### config.mk
export PLATFORM = sky130hd
export DESIGN_NAME = sioc_servo_io
export DESIGN_NICKNAME = d
export VERILOG_FILES = /design/src/sioc_servo_io.v
export VERILOG_INCLUDE_DIRS = /design/src
export SDC_FILE = /design/constraint.sdc
export NUM_CORES = 1
export LEC_CHECK = 0
export ABC_AREA = 0
export CORE_ASPECT_RATIO = 1.25
export CORE_MARGIN = 3
export CORE_UTILIZATION = 40
export DETAILED_ROUTE_END_ITERATION = 8
export DONT_BUFFER_PORTS = 1
export PLACE_DENSITY = 0.64
export SYNTH_ARGS = -nofsm -noshare
export SYNTH_HDL_FRONTEND = slang
export SYNTH_SLANG_ARGS = --single-unit
### constraint.sdc
create_clock -name clk -period 2.5 [get_ports clk]
set_clock_uncertainty 0.2 [all_clocks]
set_input_delay 0 -clock clk [delete_from_list [all_inputs] [get_ports clk]]
set_output_delay 0 -clock clk [all_outputs]
set_load 0.005 [all_outputs]
### src/sioc_defines.vh
`ifndef SIOC_DEFINES_VH
`define SIOC_DEFINES_VH
// ----------------------------------------------------------------
// Register byte addresses
// ----------------------------------------------------------------
`define SIOC_ADDR_CMD_LO      12'h000
`define SIOC_ADDR_CMD_HI      12'h004
`define SIOC_ADDR_RSP_LO      12'h008
`define SIOC_ADDR_RSP_HI      12'h00C
`define SIOC_ADDR_DRIVE       12'h010
`define SIOC_ADDR_CTRL        12'h014
`define SIOC_ADDR_RESP_DATA   12'h018
`define SIOC_ADDR_ALARM       12'h01C
// ----------------------------------------------------------------
// Command byte 0 fields
// ----------------------------------------------------------------
`define SIOC_C0_LAYOUT        7
`define SIOC_C0_ALARM_RESET_COMMAND         5
`define SIOC_C0_ESTOP_N       4
`define SIOC_C0_SERVO_ON_COMMAND          1
`define SIOC_C0_START         0
// ----------------------------------------------------------------
// Command byte 2 and 3 fields
// ----------------------------------------------------------------
`define SIOC_C2_HOME          7
`define SIOC_C2_POINT_TABLE_COMMAND          6
`define SIOC_C2_STN           5
`define SIOC_C2_STEP          4
`define SIOC_C2_JOG           3
`define SIOC_C2_HOLD          1
`define SIOC_C2_CANCEL        0
`define SIOC_C3_DIR           1
`define SIOC_C3_INC           0
// ----------------------------------------------------------------
// Command codes and response types
// ----------------------------------------------------------------
`define SIOC_CC_NOP           4'h0
`define SIOC_CC_DIRECT        4'h1
`define SIOC_CC_INTFEED       4'h2
`define SIOC_CC_NOTCH         4'h3
`define SIOC_CC_MULTI         4'h4
`define SIOC_RT_CMDPOS        4'h0
`define SIOC_RT_PRESPOS       4'h1
`define SIOC_RT_DEV           4'h2
`define SIOC_RT_CMDSPD        4'h3
`define SIOC_RT_PRESSPD       4'h4
`define SIOC_RT_TORQUE        4'h5
`define SIOC_RT_STATION       4'hA
`define SIOC_RT_POINT         4'hB
// ----------------------------------------------------------------
// Reset values and timing
// ----------------------------------------------------------------
`define SIOC_CMD_RESET        32'h0000_0010
`define SIOC_INIT_CYCLES      16'h0010
`endif

### src/sioc_servo_io.v
// Behaviour
// Master supplies command code and data no later than raising command start.
// A command starts only on a zero-to-one edge of command start.
// Response byte 0 packs echo, ready, power, estop, alarm, warning, servo, ack.
// Layout echo copies the layout select bit of the command.
// Ready is low after reset and during unit initialisation, then high.
// Power status follows main power; without power commands are refused.
// Estop status is high while the active-low estop command is zero.
// Alarm status sets on any alarm; clears only after alarm reset.
// Warning status sets on any warning; clears after alarm reset.
// With a warning, commands run except data setting and the faulting command.
// Servo status is high only with servo command and servo energised.
// Servo drops on command off, estop, unit reset or alarm.
// Start acknowledge mirrors the received command start bit.
// Command byte 0 and byte 1 carry the general bits, type and code.
// Command bytes 2 and 3 carry move bits, hold, cancel, direction, relative.
// Command codes 0 to 4 decode to nop, direct, feed, notch, multi-speed.
// Response bytes 4 to 7 are selected by the response type.
// Station type gives present station stopped, start station while moving.
// Cancel stops the move, decelerates and drops remaining travel.
// Hold decelerates and keeps the move pending until released.
// Master selects block layout with command byte 0 bit 7.
// Estop is active low; its falling edge cancels motion and servo.
// Alarm reset clears alarms and warnings whose causes are gone.
// Unlisted response types return zero data.
// Command codes above 4 act as no operation, motion unaffected.
//
// Decided for this implementation: register access over APB and the address map.
`timescale 1ns/100ps
`include "sioc_defines.vh"
module sioc_servo_io (
    // Clock and reset
    input  wire        clk,
    input  wire        nrst,
    // APB slave
    input  wire        psel,
    input  wire        penable,
    input  wire        pwrite,
    input  wire [11:0] paddr,
    input  wire [31:0] pwdata,
    output wire        pready,
    output reg  [31:0] prdata,
    output wire        pslverr,
    // Drive status inputs
    input  wire        mainPowerOn,
    input  wire        servoEnergized,
    input  wire        axisMoving,
    input  wire        alarmEvent,
    input  wire        warningEvent,
    input  wire        alarmCauseActive,
    input  wire        warningCauseActive,
    input  wire        dataSetCommand,
    input  wire        warnCausedCommand,
    input  wire [31:0] cmdPosition,
    input  wire [31:0] presPosition,
    input  wire [31:0] posDeviation,
    input  wire [31:0] cmdSpeed,
    input  wire [31:0] presSpeed,
    input  wire [31:0] torquePct,
    input  wire [31:0] presStation,
    input  wire [31:0] pointTableNum,
    // Drive control outputs
    output reg         servoOnRequest,
    output reg         moveStart,
    output reg  [3:0]  moveCode,
    output reg  [31:0] moveData,
    output reg         moveCancel,
    output reg         moveHold,
    output reg         moveDir,
    output reg         moveRelative
);

    // ----------------------------------------------------------------
    // Registers
    // ----------------------------------------------------------------
    reg  [31:0] cmdLo_q;
    reg  [31:0] cmdHi_q;
    reg  [31:0] respData_q;
    reg  [31:0] startStation_q;
    reg  [15:0] initCnt_q;
    reg         ready_q;
    reg         alarm_q;
    reg         warning_q;
    reg         servoOn_q;
    reg         startPrev_q;
    reg         svonPrev_q;
    reg         estopPrev_q;
    reg         servoArmed_q;
    reg         unitReset_q;
    reg         moveActive_q;
    reg  [7:0]  rspByte0;
    reg  [7:0]  rspByte2;
    reg  [31:0] respData_d;

    // Byte fields of the command block
    wire [7:0]  cmdB0      = cmdLo_q[7:0];
    wire [7:0]  cmdB1      = cmdLo_q[15:8];
    wire [7:0]  cmdB2      = cmdLo_q[23:16];
    wire [7:0]  cmdB3      = cmdLo_q[31:24];
    wire [3:0]  cmdCode    = cmdB1[3:0];
    wire [3:0]  respType   = cmdB1[7:4];
    wire        layoutSel  = cmdB0[`SIOC_C0_LAYOUT];
    wire        estopCmdN  = cmdB0[`SIOC_C0_ESTOP_N];
    wire        startBit   = cmdB0[`SIOC_C0_START];
    wire        svonCmd    = cmdB0[`SIOC_C0_SERVO_ON_COMMAND];
    wire        alarmRst   = cmdB0[`SIOC_C0_ALARM_RESET_COMMAND];
    wire        cancelBit  = cmdB2[`SIOC_C2_CANCEL];
    wire        holdBit    = cmdB2[`SIOC_C2_HOLD];

    // ----------------------------------------------------------------
    // APB decode
    // ----------------------------------------------------------------
    wire        apbWrite   = psel & penable & pwrite;
    wire        mapped     = (paddr[11:5] == 7'h00) && (paddr[1:0] == 2'b00);
    assign pready  = 1'b1;
    assign pslverr = psel & penable & ~mapped;

    // Decodes a known command code; unknown codes count as no operation
    function isMoveCode;
        input [3:0] code;
        begin
            isMoveCode = (code == `SIOC_CC_DIRECT) || (code == `SIOC_CC_INTFEED) ||
                         (code == `SIOC_CC_NOTCH)  || (code == `SIOC_CC_MULTI);
        end
    endfunction

    // Start edge seen this cycle with a move layout
    wire startEdge = startBit & ~startPrev_q & ~layoutSel;
    // Refuse when unpowered, not ready, in estop, alarm, or a warning blocks it
    wire warnBlock = warning_q & (dataSetCommand | warnCausedCommand);
    wire cmdAllowed = mainPowerOn & ready_q & estopCmdN & ~alarm_q & ~warnBlock;
    wire estopFall = estopPrev_q & ~estopCmdN;

    // ----------------------------------------------------------------
    // Command block and control registers
    // ----------------------------------------------------------------
    // Command words written by the master; estop reset value is released
    always @(posedge clk) begin
        if (!nrst) begin
            cmdLo_q     <= `SIOC_CMD_RESET;
            cmdHi_q     <= 32'h0000_0000;
            unitReset_q <= 1'b0;
        end else begin
            unitReset_q <= 1'b0;
            if (apbWrite && paddr == `SIOC_ADDR_CMD_LO) begin
                cmdLo_q <= pwdata;
            end
            if (apbWrite && paddr == `SIOC_ADDR_CMD_HI) begin
                cmdHi_q <= pwdata;
            end
            if (apbWrite && paddr == `SIOC_ADDR_CTRL) begin
                unitReset_q <= pwdata[0];
            end
        end
    end

    // ----------------------------------------------------------------
    // Ready and initialisation
    // ----------------------------------------------------------------
    // Counts down after reset or unit reset before accepting commands
    always @(posedge clk) begin
        if (!nrst) begin
            initCnt_q <= `SIOC_INIT_CYCLES;
            ready_q   <= 1'b0;
        end else if (unitReset_q) begin
            initCnt_q <= `SIOC_INIT_CYCLES;
            ready_q   <= 1'b0;
        end else if (initCnt_q != 16'h0000) begin
            initCnt_q <= initCnt_q - 16'h0001;
            ready_q   <= 1'b0;
        end else begin
            ready_q   <= 1'b1;
        end
    end

    // ----------------------------------------------------------------
    // Alarm and warning flags
    // ----------------------------------------------------------------
    // Set beats clear: an event in the reset cycle keeps the flag
    always @(posedge clk) begin
        if (!nrst) begin
            alarm_q   <= 1'b0;
            warning_q <= 1'b0;
        end else begin
            if (alarmEvent) begin
                alarm_q <= 1'b1;
            end else if (alarmRst && !alarmCauseActive) begin
                alarm_q <= 1'b0;
            end
            if (warningEvent) begin
                warning_q <= 1'b1;
            end else if (alarmRst && !warningCauseActive) begin
                warning_q <= 1'b0;
            end
        end
    end

    // ----------------------------------------------------------------
    // Servo on
    // ----------------------------------------------------------------
    // Arms on a rising servo command; any drop condition disarms until re-raised
    always @(posedge clk) begin
        if (!nrst) begin
            svonPrev_q     <= 1'b0;
            estopPrev_q    <= 1'b1;
            servoArmed_q   <= 1'b0;
            servoOnRequest <= 1'b0;
            servoOn_q      <= 1'b0;
        end else begin
            svonPrev_q  <= svonCmd;
            estopPrev_q <= estopCmdN;
            if (!svonCmd || !estopCmdN || unitReset_q || alarm_q || alarmEvent || !mainPowerOn) begin
                servoArmed_q <= 1'b0;
            end else if (svonCmd && !svonPrev_q && cmdAllowed) begin
                servoArmed_q <= 1'b1;
            end
            servoOnRequest <= servoArmed_q;
            servoOn_q      <= servoArmed_q & svonCmd & servoEnergized & estopCmdN & ~unitReset_q;
        end
    end

    // ----------------------------------------------------------------
    // Move command execution
    // ----------------------------------------------------------------
    // Latches code and data at a start edge; cancel and estop abort
    always @(posedge clk) begin
        if (!nrst) begin
            startPrev_q    <= 1'b0;
            moveStart      <= 1'b0;
            moveCode       <= `SIOC_CC_NOP;
            moveData       <= 32'h0000_0000;
            moveCancel     <= 1'b0;
            moveHold       <= 1'b0;
            moveDir        <= 1'b0;
            moveRelative   <= 1'b0;
            moveActive_q   <= 1'b0;
            startStation_q <= 32'h0000_0000;
        end else begin
            startPrev_q <= startBit;
            moveStart   <= 1'b0;
            moveCancel  <= 1'b0;
            if (moveActive_q && (cancelBit || estopFall || !estopCmdN || unitReset_q)) begin
                moveCancel   <= 1'b1;
                moveActive_q <= 1'b0;
                moveHold     <= 1'b0;
            end else if (startEdge && cmdAllowed && isMoveCode(cmdCode) && !moveActive_q) begin
                moveStart      <= 1'b1;
                moveCode       <= cmdCode;
                moveData       <= cmdHi_q;
                moveDir        <= cmdB3[`SIOC_C3_DIR];
                moveRelative   <= cmdB3[`SIOC_C3_INC];
                moveActive_q   <= 1'b1;
                startStation_q <= presStation;
            end else begin
                if (moveActive_q) begin
                    moveHold <= holdBit;
                end
                if (moveActive_q && !axisMoving && !holdBit && !moveStart) begin
                    moveActive_q <= 1'b0;
                end
            end
        end
    end

    // ----------------------------------------------------------------
    // Response data
    // ----------------------------------------------------------------
    // Selects response bytes 4 to 7 from the response type
    always @* begin
        case (respType)
            `SIOC_RT_CMDPOS:  respData_d = cmdPosition;
            `SIOC_RT_PRESPOS: respData_d = presPosition;
            `SIOC_RT_DEV:     respData_d = posDeviation;
            `SIOC_RT_CMDSPD:  respData_d = cmdSpeed;
            `SIOC_RT_PRESSPD: respData_d = presSpeed;
            `SIOC_RT_TORQUE:  respData_d = torquePct;
            `SIOC_RT_STATION: respData_d = axisMoving ? startStation_q : presStation;
            `SIOC_RT_POINT:   respData_d = pointTableNum;
            default:          respData_d = 32'h0000_0000;
        endcase
    end

    // Registered so the response word is stable for a whole read
    always @(posedge clk) begin
        if (!nrst) begin
            respData_q <= 32'h0000_0000;
        end else begin
            respData_q <= respData_d;
        end
    end

    // General status and move status bytes
    always @* begin
        rspByte0 = {layoutSel,
                    ready_q,
                    mainPowerOn,
                    ~estopCmdN,
                    alarm_q,
                    warning_q,
                    servoOn_q,
                    startBit};
        rspByte2 = {cmdB2[7:3], 1'b0, moveHold, moveActive_q};
    end

    // ----------------------------------------------------------------
    // APB read mux
    // ----------------------------------------------------------------
    // Read data is registered; it is valid in the access cycle
    always @(posedge clk) begin
        if (!nrst) begin
            prdata <= 32'h0000_0000;
        end else if (psel && !penable && !pwrite) begin
            case (paddr)
                `SIOC_ADDR_CMD_LO:    prdata <= cmdLo_q;
                `SIOC_ADDR_CMD_HI:    prdata <= cmdHi_q;
                `SIOC_ADDR_RSP_LO:    prdata <= {cmdB3 & 8'h03, rspByte2, cmdB1, rspByte0};
                `SIOC_ADDR_RSP_HI:    prdata <= layoutSel ? 32'h0000_0000 : respData_q;
                `SIOC_ADDR_DRIVE:     prdata <= {30'h0000_0000, moveActive_q, servoOnRequest};
                `SIOC_ADDR_RESP_DATA: prdata <= respData_q;
                `SIOC_ADDR_ALARM:     prdata <= {30'h0000_0000, warning_q, alarm_q};
                default:              prdata <= 32'h0000_0000;
            endcase
        end
    end

endmodule // sioc_servo_io

; ---- After elaboration in Yosys (flattened, before gate mapping)
; Cells that the tools add are included.
[word_totals]
word_cells = 136
memories = 0
output_inout_bits = 76
mem_bits_rw = 0
ff_bits = 228
mem_bits_ro = 0
latchBits = 0
input_bits = 314
[op_classes]
add_sub_neg = 1
reduce_logical = 54
bitwise = 26
shift = 0
n_mux = 13
n_mul = 0
magnitude_cmp = 0
eq_ne = 18
div_mod_pow = 0
[op_table]
columns = operator, count
row1 = $pmux W32 S8, 1
row2 = $pmux W32 S7, 1
row3 = $mux W32, 2
row4 = $eq A12 B5 Y1 const B, 4
row5 = $eq A12 B4 Y1 const B, 2
row6 = $logic_and A1 B1 Y1, 17
row7 = $eq A4 B2 Y1 const B, 4
row8 = $reduce_bool A16 Y1, 1
row9 = $sub A16 B1 Y16 const B, 1
row10 = $and A1 B1 Y1, 15
row11 = $eq A12 B3 Y1 const B, 1
row12 = $eq A4 B3 Y1 const B, 3
row13 = $logic_not A1 Y1, 12
row14 = $logic_not A12 Y1, 1
row15 = $logic_or A1 B1 Y1, 11
row16 = $not A1 Y1, 10
row17 = $mux W1, 9
row18 = $eq A4 B1 Y1 const B, 2
row19 = $eq A4 B4 Y1 const B, 2
row20 = $logic_not A7 Y1, 1
row21 = $reduce_and A2 Y1, 3
row22 = $reduce_bool A2 Y1, 3
row23 = $reduce_or A2 Y1, 3
row24 = $logic_not A4 Y1, 1
row25 = other kinds (2), 2

; ---- Longest topological paths before layout
; Gate-level depths: netlist of the first run.
[depth]
ltp_word = 9
ltp_mapped = 8
ltp_nobuf = 6

; ---- Worst setup path before layout of the first run
; No wires, ideal clock.
[synth_path]
path_type = reg2reg
startpoint = register initCnt_q[3]
endpoint = register initCnt_q[15]
stages_incl_launch_ff = 6
setup_time_ns = 0.116
required_ns = 2.184
period_less_slack_ns = 1.972
n_path_buf = 1
t_arrival_ns = 1.656
path_slack_ns = 0.528
cell_sequence = dfxtp_1 or4_1 clkbuf_1 nor4_4 a31oi_1 a41o_1
[synth_between]
elab_chain_cells = 1
elab_cells_between_ends = 2
classes_between = add/sub (1) / reduce/logical (1)
[synth_lines]
columns = item, line
row1 = from (decl), sioc_servo_io.v:80  ; reg [15:0] initCnt_q;
row2 = from (signal assigned), sioc_servo_io.v:163  ; initCnt_q <= `SIOC_INIT_CYCLES;
row3 = from (signal assigned), sioc_servo_io.v:166  ; initCnt_q <= `SIOC_INIT_CYCLES;
row4 = from (signal assigned), sioc_servo_io.v:169  ; initCnt_q <= initCnt_q - 16'h0001;
row5 = $sub A16 B1 Y16 / $reduce_bool A16 Y1 (equally long branches), "sioc_servo_io.v:169, sioc_servo_io.v:168"
; Parallel ways exist; a longest one is shown, timed or not.
; A chain may end at the register's enable or synchronous reset.

; ---- Final worst setup path of the first run
[layout_path]
startpoint = register cmdLo_q[12]
endpoint = register respData_q[0]
[layout_between]
elab_chain_cells = 2
elab_cells_between_ends = 9
classes_between = eq/ne (7) / mux (1) / reduce/logical (1)
[layout_lines]
columns = item, line
row1 = from (decl), sioc_servo_io.v:76  ; reg [31:0] cmdLo_q;
row2 = from (signal assigned), sioc_servo_io.v:140  ; cmdLo_q <= `SIOC_CMD_RESET;
row3 = from (signal assigned), sioc_servo_io.v:146  ; cmdLo_q <= pwdata;
row4 = $eq A4 B4 Y1 (tied with other cells), sioc_servo_io.v:270  ; case (respType)
row5 = $pmux W32 S8 *, sioc_servo_io.v:270
row6 = to (signal assigned), sioc_servo_io.v:288  ; respData_q <= respData_d;
row7 = to (decl), sioc_servo_io.v:78  ; reg [31:0] respData_q;
; Mark *: on every way between the ends. The rest lies on a longest branch, timed or not.

==> impl_summary.txt, run 1 <==
----------------------------------------------------
[Status]
  Run status ... finished with violations
  Violations in the final reports ... setup timing

[Yosys]
  Most frequently used flop master after synthesis ... sky130_fd_sc_hd__dfxtp_1
  Seq/Total Area, Yosys ... 0.388
  Post-synthesis share of cell area spent on xor and xnor gates ... 0
  Net count of the mapped netlist ... between 1,500 and 2,000
  Synth top area cells ... sky130_fd_sc_hd__dfxtp_1, sky130_fd_sc_hd__a21oi_1, sky130_fd_sc_hd__nand3_1, sky130_fd_sc_hd__mux4_2, sky130_fd_sc_hd__mux2i_1
  Top-area cell type share of the netlist area ... 0.388
  Post-Synthesis Cells ... 1,367
  Count of warnings emitted by yosys ... 0
  Count of flip-flops with a built-in enable after synthesis ... 0
  Cell type contributing the most total cell area after synthesis ... sky130_fd_sc_hd__dfxtp_1
  Async set-or-reset flop fraction in the synthesized netlist ... 0
  Most used standard cells in the synthesized netlist ... sky130_fd_sc_hd__dfxtp_1, sky130_fd_sc_hd__a21oi_1, sky130_fd_sc_hd__nand3_1, sky130_fd_sc_hd__clkbuf_1, sky130_fd_sc_hd__o21ai_0
  Synth Area in Compound Gates ... 0.256
  Netlist cell types ... 70
  Synthesized area ... 11,700 µm²
  Seq cells post-synth ... 227
  Combinational family with the most area after synthesis ... compound AO/OA/AOI/OAI gates
  Arithmetic-cell share of the synthesized area counting full adders, half adders and majority gates ... 0.00214
  Mean Syn Cell Area ... 8.57 µm²
  Most common cell in the netlist ... sky130_fd_sc_hd__dfxtp_1
  Simple-gate share of the synthesized area ... 0.179
  Multiplexer area fraction after synthesis ... 0.111

[Drt]
  # DRC ... 0
  Total number of vias ... about 13,000
  Detailed Routing Iterations Pass 1 ... 6
  Ratio of routed vias to standard cells ... 6.40
  Per-cell routed wire length ... 27.2 µm
  Residual antenna-violating net count after detailed routing ... 0
  Wire length reported by the detailed router ... 56.4 mm
  Drt first-iter violations ... 1,384

[STA]
  Number of setup violations in the final report ... 3
  Final critical-path setup slack ... -0.293 ns
  Final max-slew violation count ... 0
  Final hold violation count ... 0
  Max Clock Freq ... 358 MHz
  Post-layout minimum cycle time ... 2.79 ns
  Final Cycle Share ... 1.12
  Rel. slew slack ... 0.331
  Actual transition at the worst max-transition pin ... 1.00 ns
  Smallest hold slack ... 0.00989 ns

[CTS]
  Buffers from clock root to sink, at most ... 3
  CTS tree ... yes
  Num CTS Buffers ... 25
  Clock latency reported for the late side of the worst-skew pair ... 0.54 ns
  TritonCTS sink count ... 227
  Reg clk slew, reported paths ... 0.06 ns
  Count of H-tree levels built during CTS ... 1
  Clock Root Buffer ... sky130_fd_sc_hd__clkbuf_16

[Power and ir drop]
  Power share of the combinational group ... 0.159
  Flop pwr share ... 0.422
  Share of total power in the clock network ... 0.420
  Power per standard cell area ... 553 nW/µm²
  Switching power as a share of total power ... 0.273
  Power Internal ... 6.67 mW
  Standby leakage power ... 5.54 nW
  Peak supply drop ... 0.431 mV
  Sw Pwr ... 2.51 mW

[Setup path]
  Data arrival time of the critical path ... 3.00 ns
  Largest fanout of any net on the critical path ... 17
  CP Data Required Time ... 2.70 ns
  Critical path capture point type ... flip-flop
  Type of origin of the critical path ... flip-flop
  Category of the critical setup timing path ... flip-flop to flip-flop

[Place]
  Count of input and output buffers ... 0
  Worst slack after detailed placement ... 0.330 ns
  Final HPWL from detailed placement ... 35.9 mm
  Routability-driven placement congestion ratio ... 0.913

[Final layout]
  Net count reported at finish ... ~2,000
  Area grow syn2layout ... 41.6%
  Layout cell share with drive strength beyond 1 ... 0.108

[Die]
  Initial cell density of the core ... 0.409
  Core Box Area ... ~29,000 µm²
  DIE WIDTH ... 159 µm
  Ports ... 390
  Die H ... 197 µm
  Full die area ... 31,400 µm²
  Std cell rows ... 69

[GRT]
  Wire length of the first global-routing pass ... just over 80 mm
  Aggregate global routing overflow ... 0
  Total track usage ... 0.331
  Vias in the first global route ... 12,994
  Antenna violations before repair ... 15
  Largest net degree at the start of global routing ... 70

[Worst hold path]
  Worst min-delay path category ... input port to flip-flop

[Job]
  Max capacitance violation total ... 0

----------------------------------------------------
[power groups by stage]
stage / clock, mW / sequential, mW / combinational [mW]
2_1_floorplan: 0 / 3.89 / 0.791
6_report: 3.85 / 3.87 / 1.46
3_3_place_gp: 0 / 3.94 / 0.951
5_1_grt: 4.03 / 3.88 / 1.56
3_5_place_dp: 0 / 3.94 / 0.980
4_1_cts: 3.87 / 3.86 / 1.41
[metrics by stage]
stage	cells	util	setup TNS [ns]	area [µm²]	total power, mW
after global routing	2063	0.578	-0.523	16600	9.47
final	2069	0.579	-0.305	16600	9.18
after detailed placement	1656	0.421	0	12100	4.92
after global placement	1656	0.421	0	12100	4.89
after floorplan	1367	-	0	11700	4.68
after CTS	2040	0.569	0	16300	9.14
[logic make-up (layout without fill, tap and decap cells)]
kind of cell / after synthesis / in the layout
simple gates: 378 / 378
other cells: 1 / 16
compound gates: 485 / 485
flops: 227 / 227
mux: 94 / 94
fa+ha+maj: 2 / 2
buf+inv: 180 / 477
[placed cells by master, fill, tap and decap left out, types with 21 or more instances in the layout]
cell type	Yosys	layout
sky130_fd_sc_hd__dlygate4sd3_1	0	333
sky130_fd_sc_hd__dfxtp_1	227	223
sky130_fd_sc_hd__a21oi_1	162	162
sky130_fd_sc_hd__nand3_1	147	145
sky130_fd_sc_hd__o21ai_0	101	101
sky130_fd_sc_hd__o21ai_1	75	74
sky130_fd_sc_hd__mux2i_1	53	53
sky130_fd_sc_hd__nor2_1	50	49
sky130_fd_sc_hd__nand2_1	45	45
sky130_fd_sc_hd__inv_1	41	39
sky130_fd_sc_hd__buf_4	1	33
sky130_fd_sc_hd__clkbuf_16	0	29
sky130_fd_sc_hd__mux4_2	27	27
sky130_fd_sc_hd__a22oi_1	24	24
sky130_fd_sc_hd__nand4_1	22	22
sky130_fd_sc_hd__and2_1	21	21
[critical path: stages, from the launching register on]
cell                            delay [ns]
sky130_fd_sc_hd__dfxtp_4              0.46
sky130_fd_sc_hd__nor2b_1              0.19
sky130_fd_sc_hd__buf_4                0.19
sky130_fd_sc_hd__and2_1               0.19
sky130_fd_sc_hd__o21ai_0              0.64
sky130_fd_sc_hd__dlygate4sd3_1        0.69
sky130_fd_sc_hd__a21oi_1              0.09
[per-layer routing]
layer	track usage	share of wire
met5	0	0.00085
met4	0.192	0.074
met3	0.0761	0.11
met2	0.542	0.46
met1	0.401	0.36
[repair_timing]
| item | in CTS | in global routing |
|---|---|---|
| buffers inserted | 0 | 12 |
| hold endpoints to repair | 228 | 0 |
| endpoints found under the setup margin | 0 | 55 |
| gates resized for setup | 0 | 20 |
| hold buffers | 339 | 0 |
[state kept, by name (all words and copies together) (netlist names)]
signal,cells
servoArmed_q,1
cmdLo_q,32
startPrev_q,1
moveActive_q,1
moveRelative,1
moveHold,1
moveData,32
servoOnRequest,1
initCnt_q,16
moveCode,4
cmdHi_q,32
servoOn_q,1
moveStart,1
moveDir,1
prdata,32
ready_q,1
moveCancel,1
svonPrev_q,1
respData_q,32
alarm_q,1
unitReset_q,1
startStation_q,32
warning_q,1
[path summary, 6_finish.rpt]
check                            end  slack [ns]  depth (start not counted)          startpoint
setup / recovery       respData_q[0]       -0.29                          6         cmdLo_q[12]
hold / removal           moveData[0]        0.01                          5      dataSetCommand
hold reg to reg   startStation_q[18]        0.28                          2  startStation_q[18]
setup reg to reg       respData_q[0]       -0.29                          6         cmdLo_q[12]
[layout make-up]
class,instances,area [µm²]
well taps,390,488
inverters,41,160
clock inverters,5,78.8
fillers,2438,12100
diodes,15,37.5
repair buffers,391,4060
flip-flops and latches,227,4550
multi-input cells,960,6450
clock buffers,40,762
(Power assumes the default switching activity.)
==> run 2: changes to the inputs <==
CORE_AREA = 3 3 148 150   (was not set)
CORE_ASPECT_RATIO = not set   (was 1.25)
CORE_MARGIN = not set   (was 3)
CORE_UTILIZATION = not set   (was 40)
DIE_AREA = 0 0 151 153   (was not set)
PLACE_DENSITY = 0.82   (was 0.64)
==> run 2 against run 1 <==
- the run now fails in clock tree synthesis (4_1_cts)
- area after synthesis did not move
- synthesized cell count did not move
==> impl_summary.txt, run 2 <==
----------------------------------------------------
[Yosys]
  Most common cell in the netlist ... sky130_fd_sc_hd__dfxtp_1 (unchanged)
  Top-area cell type share of the netlist area ... 0.388 (unchanged)
  Most used standard cells in the synthesized netlist ... sky130_fd_sc_hd__dfxtp_1, sky130_fd_sc_hd__a21oi_1, sky130_fd_sc_hd__nand3_1, sky130_fd_sc_hd__clkbuf_1, sky130_fd_sc_hd__o21ai_0 (unchanged)
  Post-Synthesis Cells ... 1,367 (unchanged)
  Cell type contributing the most total cell area after synthesis ... sky130_fd_sc_hd__dfxtp_1 (unchanged)
  Count of flip-flops with a built-in enable after synthesis ... 0 (unchanged)
  Synthesized area ... 11,700 µm² (unchanged)
  Seq cells post-synth ... 227 (unchanged)
  Async set-or-reset flop fraction in the synthesized netlist ... 0 (unchanged)
  Net count of the mapped netlist ... 1,683 (unchanged)
  Seq/Total Area, Yosys ... 0.388 (unchanged)
  Mean Syn Cell Area ... 8.57 µm² (unchanged)
  Netlist cell types ... 70 (unchanged)
  Synth top area cells ... sky130_fd_sc_hd__dfxtp_1, sky130_fd_sc_hd__a21oi_1, sky130_fd_sc_hd__nand3_1, sky130_fd_sc_hd__mux4_2, sky130_fd_sc_hd__mux2i_1 (unchanged)
  Count of warnings emitted by yosys ... 0 (unchanged)
  Most frequently used flop master after synthesis ... sky130_fd_sc_hd__dfxtp_1 (unchanged)

[CTS]
  Count of H-tree levels built during CTS ... 1 (unchanged)
  Post-CTS setup buffer count ... 0 (unchanged)
  Buffers from clock root to sink, at most ... 3 (unchanged)
  Hold-fix buffers at CTS ... 317 (was 339)
  Clock Root Buffer ... sky130_fd_sc_hd__clkbuf_16 (unchanged)
  Num CTS Buffers ... 24 (was 25)
  Cells resized by post-CTS repair ... 0 (unchanged)
  TritonCTS sink count ... 227 (unchanged)

[Die]
  Initial cell density of the core ... 0.562 (was 0.409)
  Die H ... 153 µm (was 197 µm)
  DIE WIDTH ... 151 µm (was 159 µm)
  Ports ... 390 (unchanged)
  Std cell rows ... 53 (was 69)

[Place]
  Routability-driven placement congestion ratio ... 0.993 (was 0.913)
  Final HPWL from detailed placement ... 32.5 mm (was 35.9 mm)
  Instance area after placement ... 11,900 µm² (was 12,100 µm²)
  Count of input and output buffers ... 0 (unchanged)

[Status]
  Stop err ... [ERROR RSZ-0060] Max buffer count reached.
  Last flow stage reached ... clock tree synthesis (4_1_cts)
  Run status ... aborted with a tool error (was finished with violations)

----------------------------------------------------
-- run 2: cell counts after synthesis --
Identical to the previous run, type by type.
-- run 2: per-stage QoR --
stage           util  cells  worst slack [ns]
2_1_floorplan      -   1367             0.528
3_3_place_gp   0.570   1539             0.314
3_5_place_dp   0.570   1539             0.303
-- run 2: kinds of logic after synthesis --
logic type | count (synthesis) | synth area share
AO/OA/AOI/OAI | 485 | 0.256
AND/OR/NAND/NOR | 378 | 0.179
flip-flops | 227 | 0.388
buffers and inverters | 180 | 0.0643
multiplexers | 94 | 0.111
adder cells (fa/ha/maj) | 2 | 0.00214
other | 1 | 0.000320
==> run 3: changes to the inputs <==
CORE_AREA = not set   (was 3 3 148 150)
CORE_MARGIN = 3   (was not set)
CORE_UTILIZATION = 40   (was not set)
DIE_AREA = not set   (was 0 0 151 153)
PLACE_DENSITY = not set   (was 0.82)
PLACE_DENSITY_LB_ADDON = 0.15   (was not set)
==> run 3 against run 2 <==
- the flow again stops in clock tree synthesis (4_1_cts)
- area after synthesis is the same
- synthesized cell count is the same
==> impl_summary.txt, run 3 <==
----------------------------------------------------
[Status]
  Last flow stage reached ... clock tree synthesis (4_1_cts) (unchanged)
  Run status ... aborted with a tool error (unchanged)
  Stop err ... [ERROR RSZ-0060] Max buffer count reached. (unchanged)

[Yosys]
  Synthesized area ... 11,700 µm² (unchanged)
  Post-Synthesis Cells ... 1,367 (unchanged)
  Mean Syn Cell Area ... 8.57 µm² (unchanged)
  Cell type contributing the most total cell area after synthesis ... sky130_fd_sc_hd__dfxtp_1 (unchanged)
  Count of flip-flops with a built-in enable after synthesis ... 0 (unchanged)
  Async set-or-reset flop fraction in the synthesized netlist ... 0 (unchanged)
  Top-area cell type share of the netlist area ... 0.388 (unchanged)
  Netlist cell types ... 70 (unchanged)
  Synth top area cells ... sky130_fd_sc_hd__dfxtp_1, sky130_fd_sc_hd__a21oi_1, sky130_fd_sc_hd__nand3_1, sky130_fd_sc_hd__mux4_2, sky130_fd_sc_hd__mux2i_1 (unchanged)
  Count of warnings emitted by yosys ... 0 (unchanged)
  Most common cell in the netlist ... sky130_fd_sc_hd__dfxtp_1 (unchanged)
  Seq cells post-synth ... 227 (unchanged)
  Most frequently used flop master after synthesis ... sky130_fd_sc_hd__dfxtp_1 (unchanged)
  Seq/Total Area, Yosys ... 0.388 (unchanged)
  Most used standard cells in the synthesized netlist ... sky130_fd_sc_hd__dfxtp_1, sky130_fd_sc_hd__a21oi_1, sky130_fd_sc_hd__nand3_1, sky130_fd_sc_hd__clkbuf_1, sky130_fd_sc_hd__o21ai_0 (unchanged)
  Net count of the mapped netlist ... 1,683 (unchanged)

[CTS]
  Num CTS Buffers ... 27 (was 24)
  TritonCTS sink count ... 227 (unchanged)
  Cells resized by post-CTS repair ... 0 (unchanged)
  Post-CTS setup buffer count ... 0 (unchanged)
  Clock Root Buffer ... sky130_fd_sc_hd__clkbuf_16 (unchanged)
  Buffers from clock root to sink, at most ... 3 (unchanged)
  Count of H-tree levels built during CTS ... 1 (unchanged)
  Hold-fix buffers at CTS ... 341 (was 317)

[Die]
  Ports ... 390 (unchanged)
  Std cell rows ... 62 (was 53)
  DIE WIDTH ... 177 µm (was 151 µm)
  Die H ... 177 µm (was 153 µm)
  Initial cell density of the core ... 0.407 (was 0.562)

[Place]
  Routability-driven placement congestion ratio ... 0.891 (was 0.993)
  Instance area after placement ... 12,000 µm² (was 11,900 µm²)
  Final HPWL from detailed placement ... 34.8 mm (was 32.5 mm)
  Count of input and output buffers ... 0 (unchanged)
  Total placed cells including tap cells ... 1,651 (was 1,539)

----------------------------------------------------
run 3: per-stage QoR:
stage	worst slack, ns	hold slack, ns
after floorplan	0.528	-0.126
after global placement	0.238	-0.119
after detailed placement	0.219	-0.116
run 3: cells by family after synthesis:
logic type / synth area share
adders and majority gates: 0.00214
DFF: 0.388
AOI/OAI and AO/OA: 0.256
buffers and inverters: 0.0643
and+or+nand+nor: 0.179
other: 0.000320
muxes: 0.111
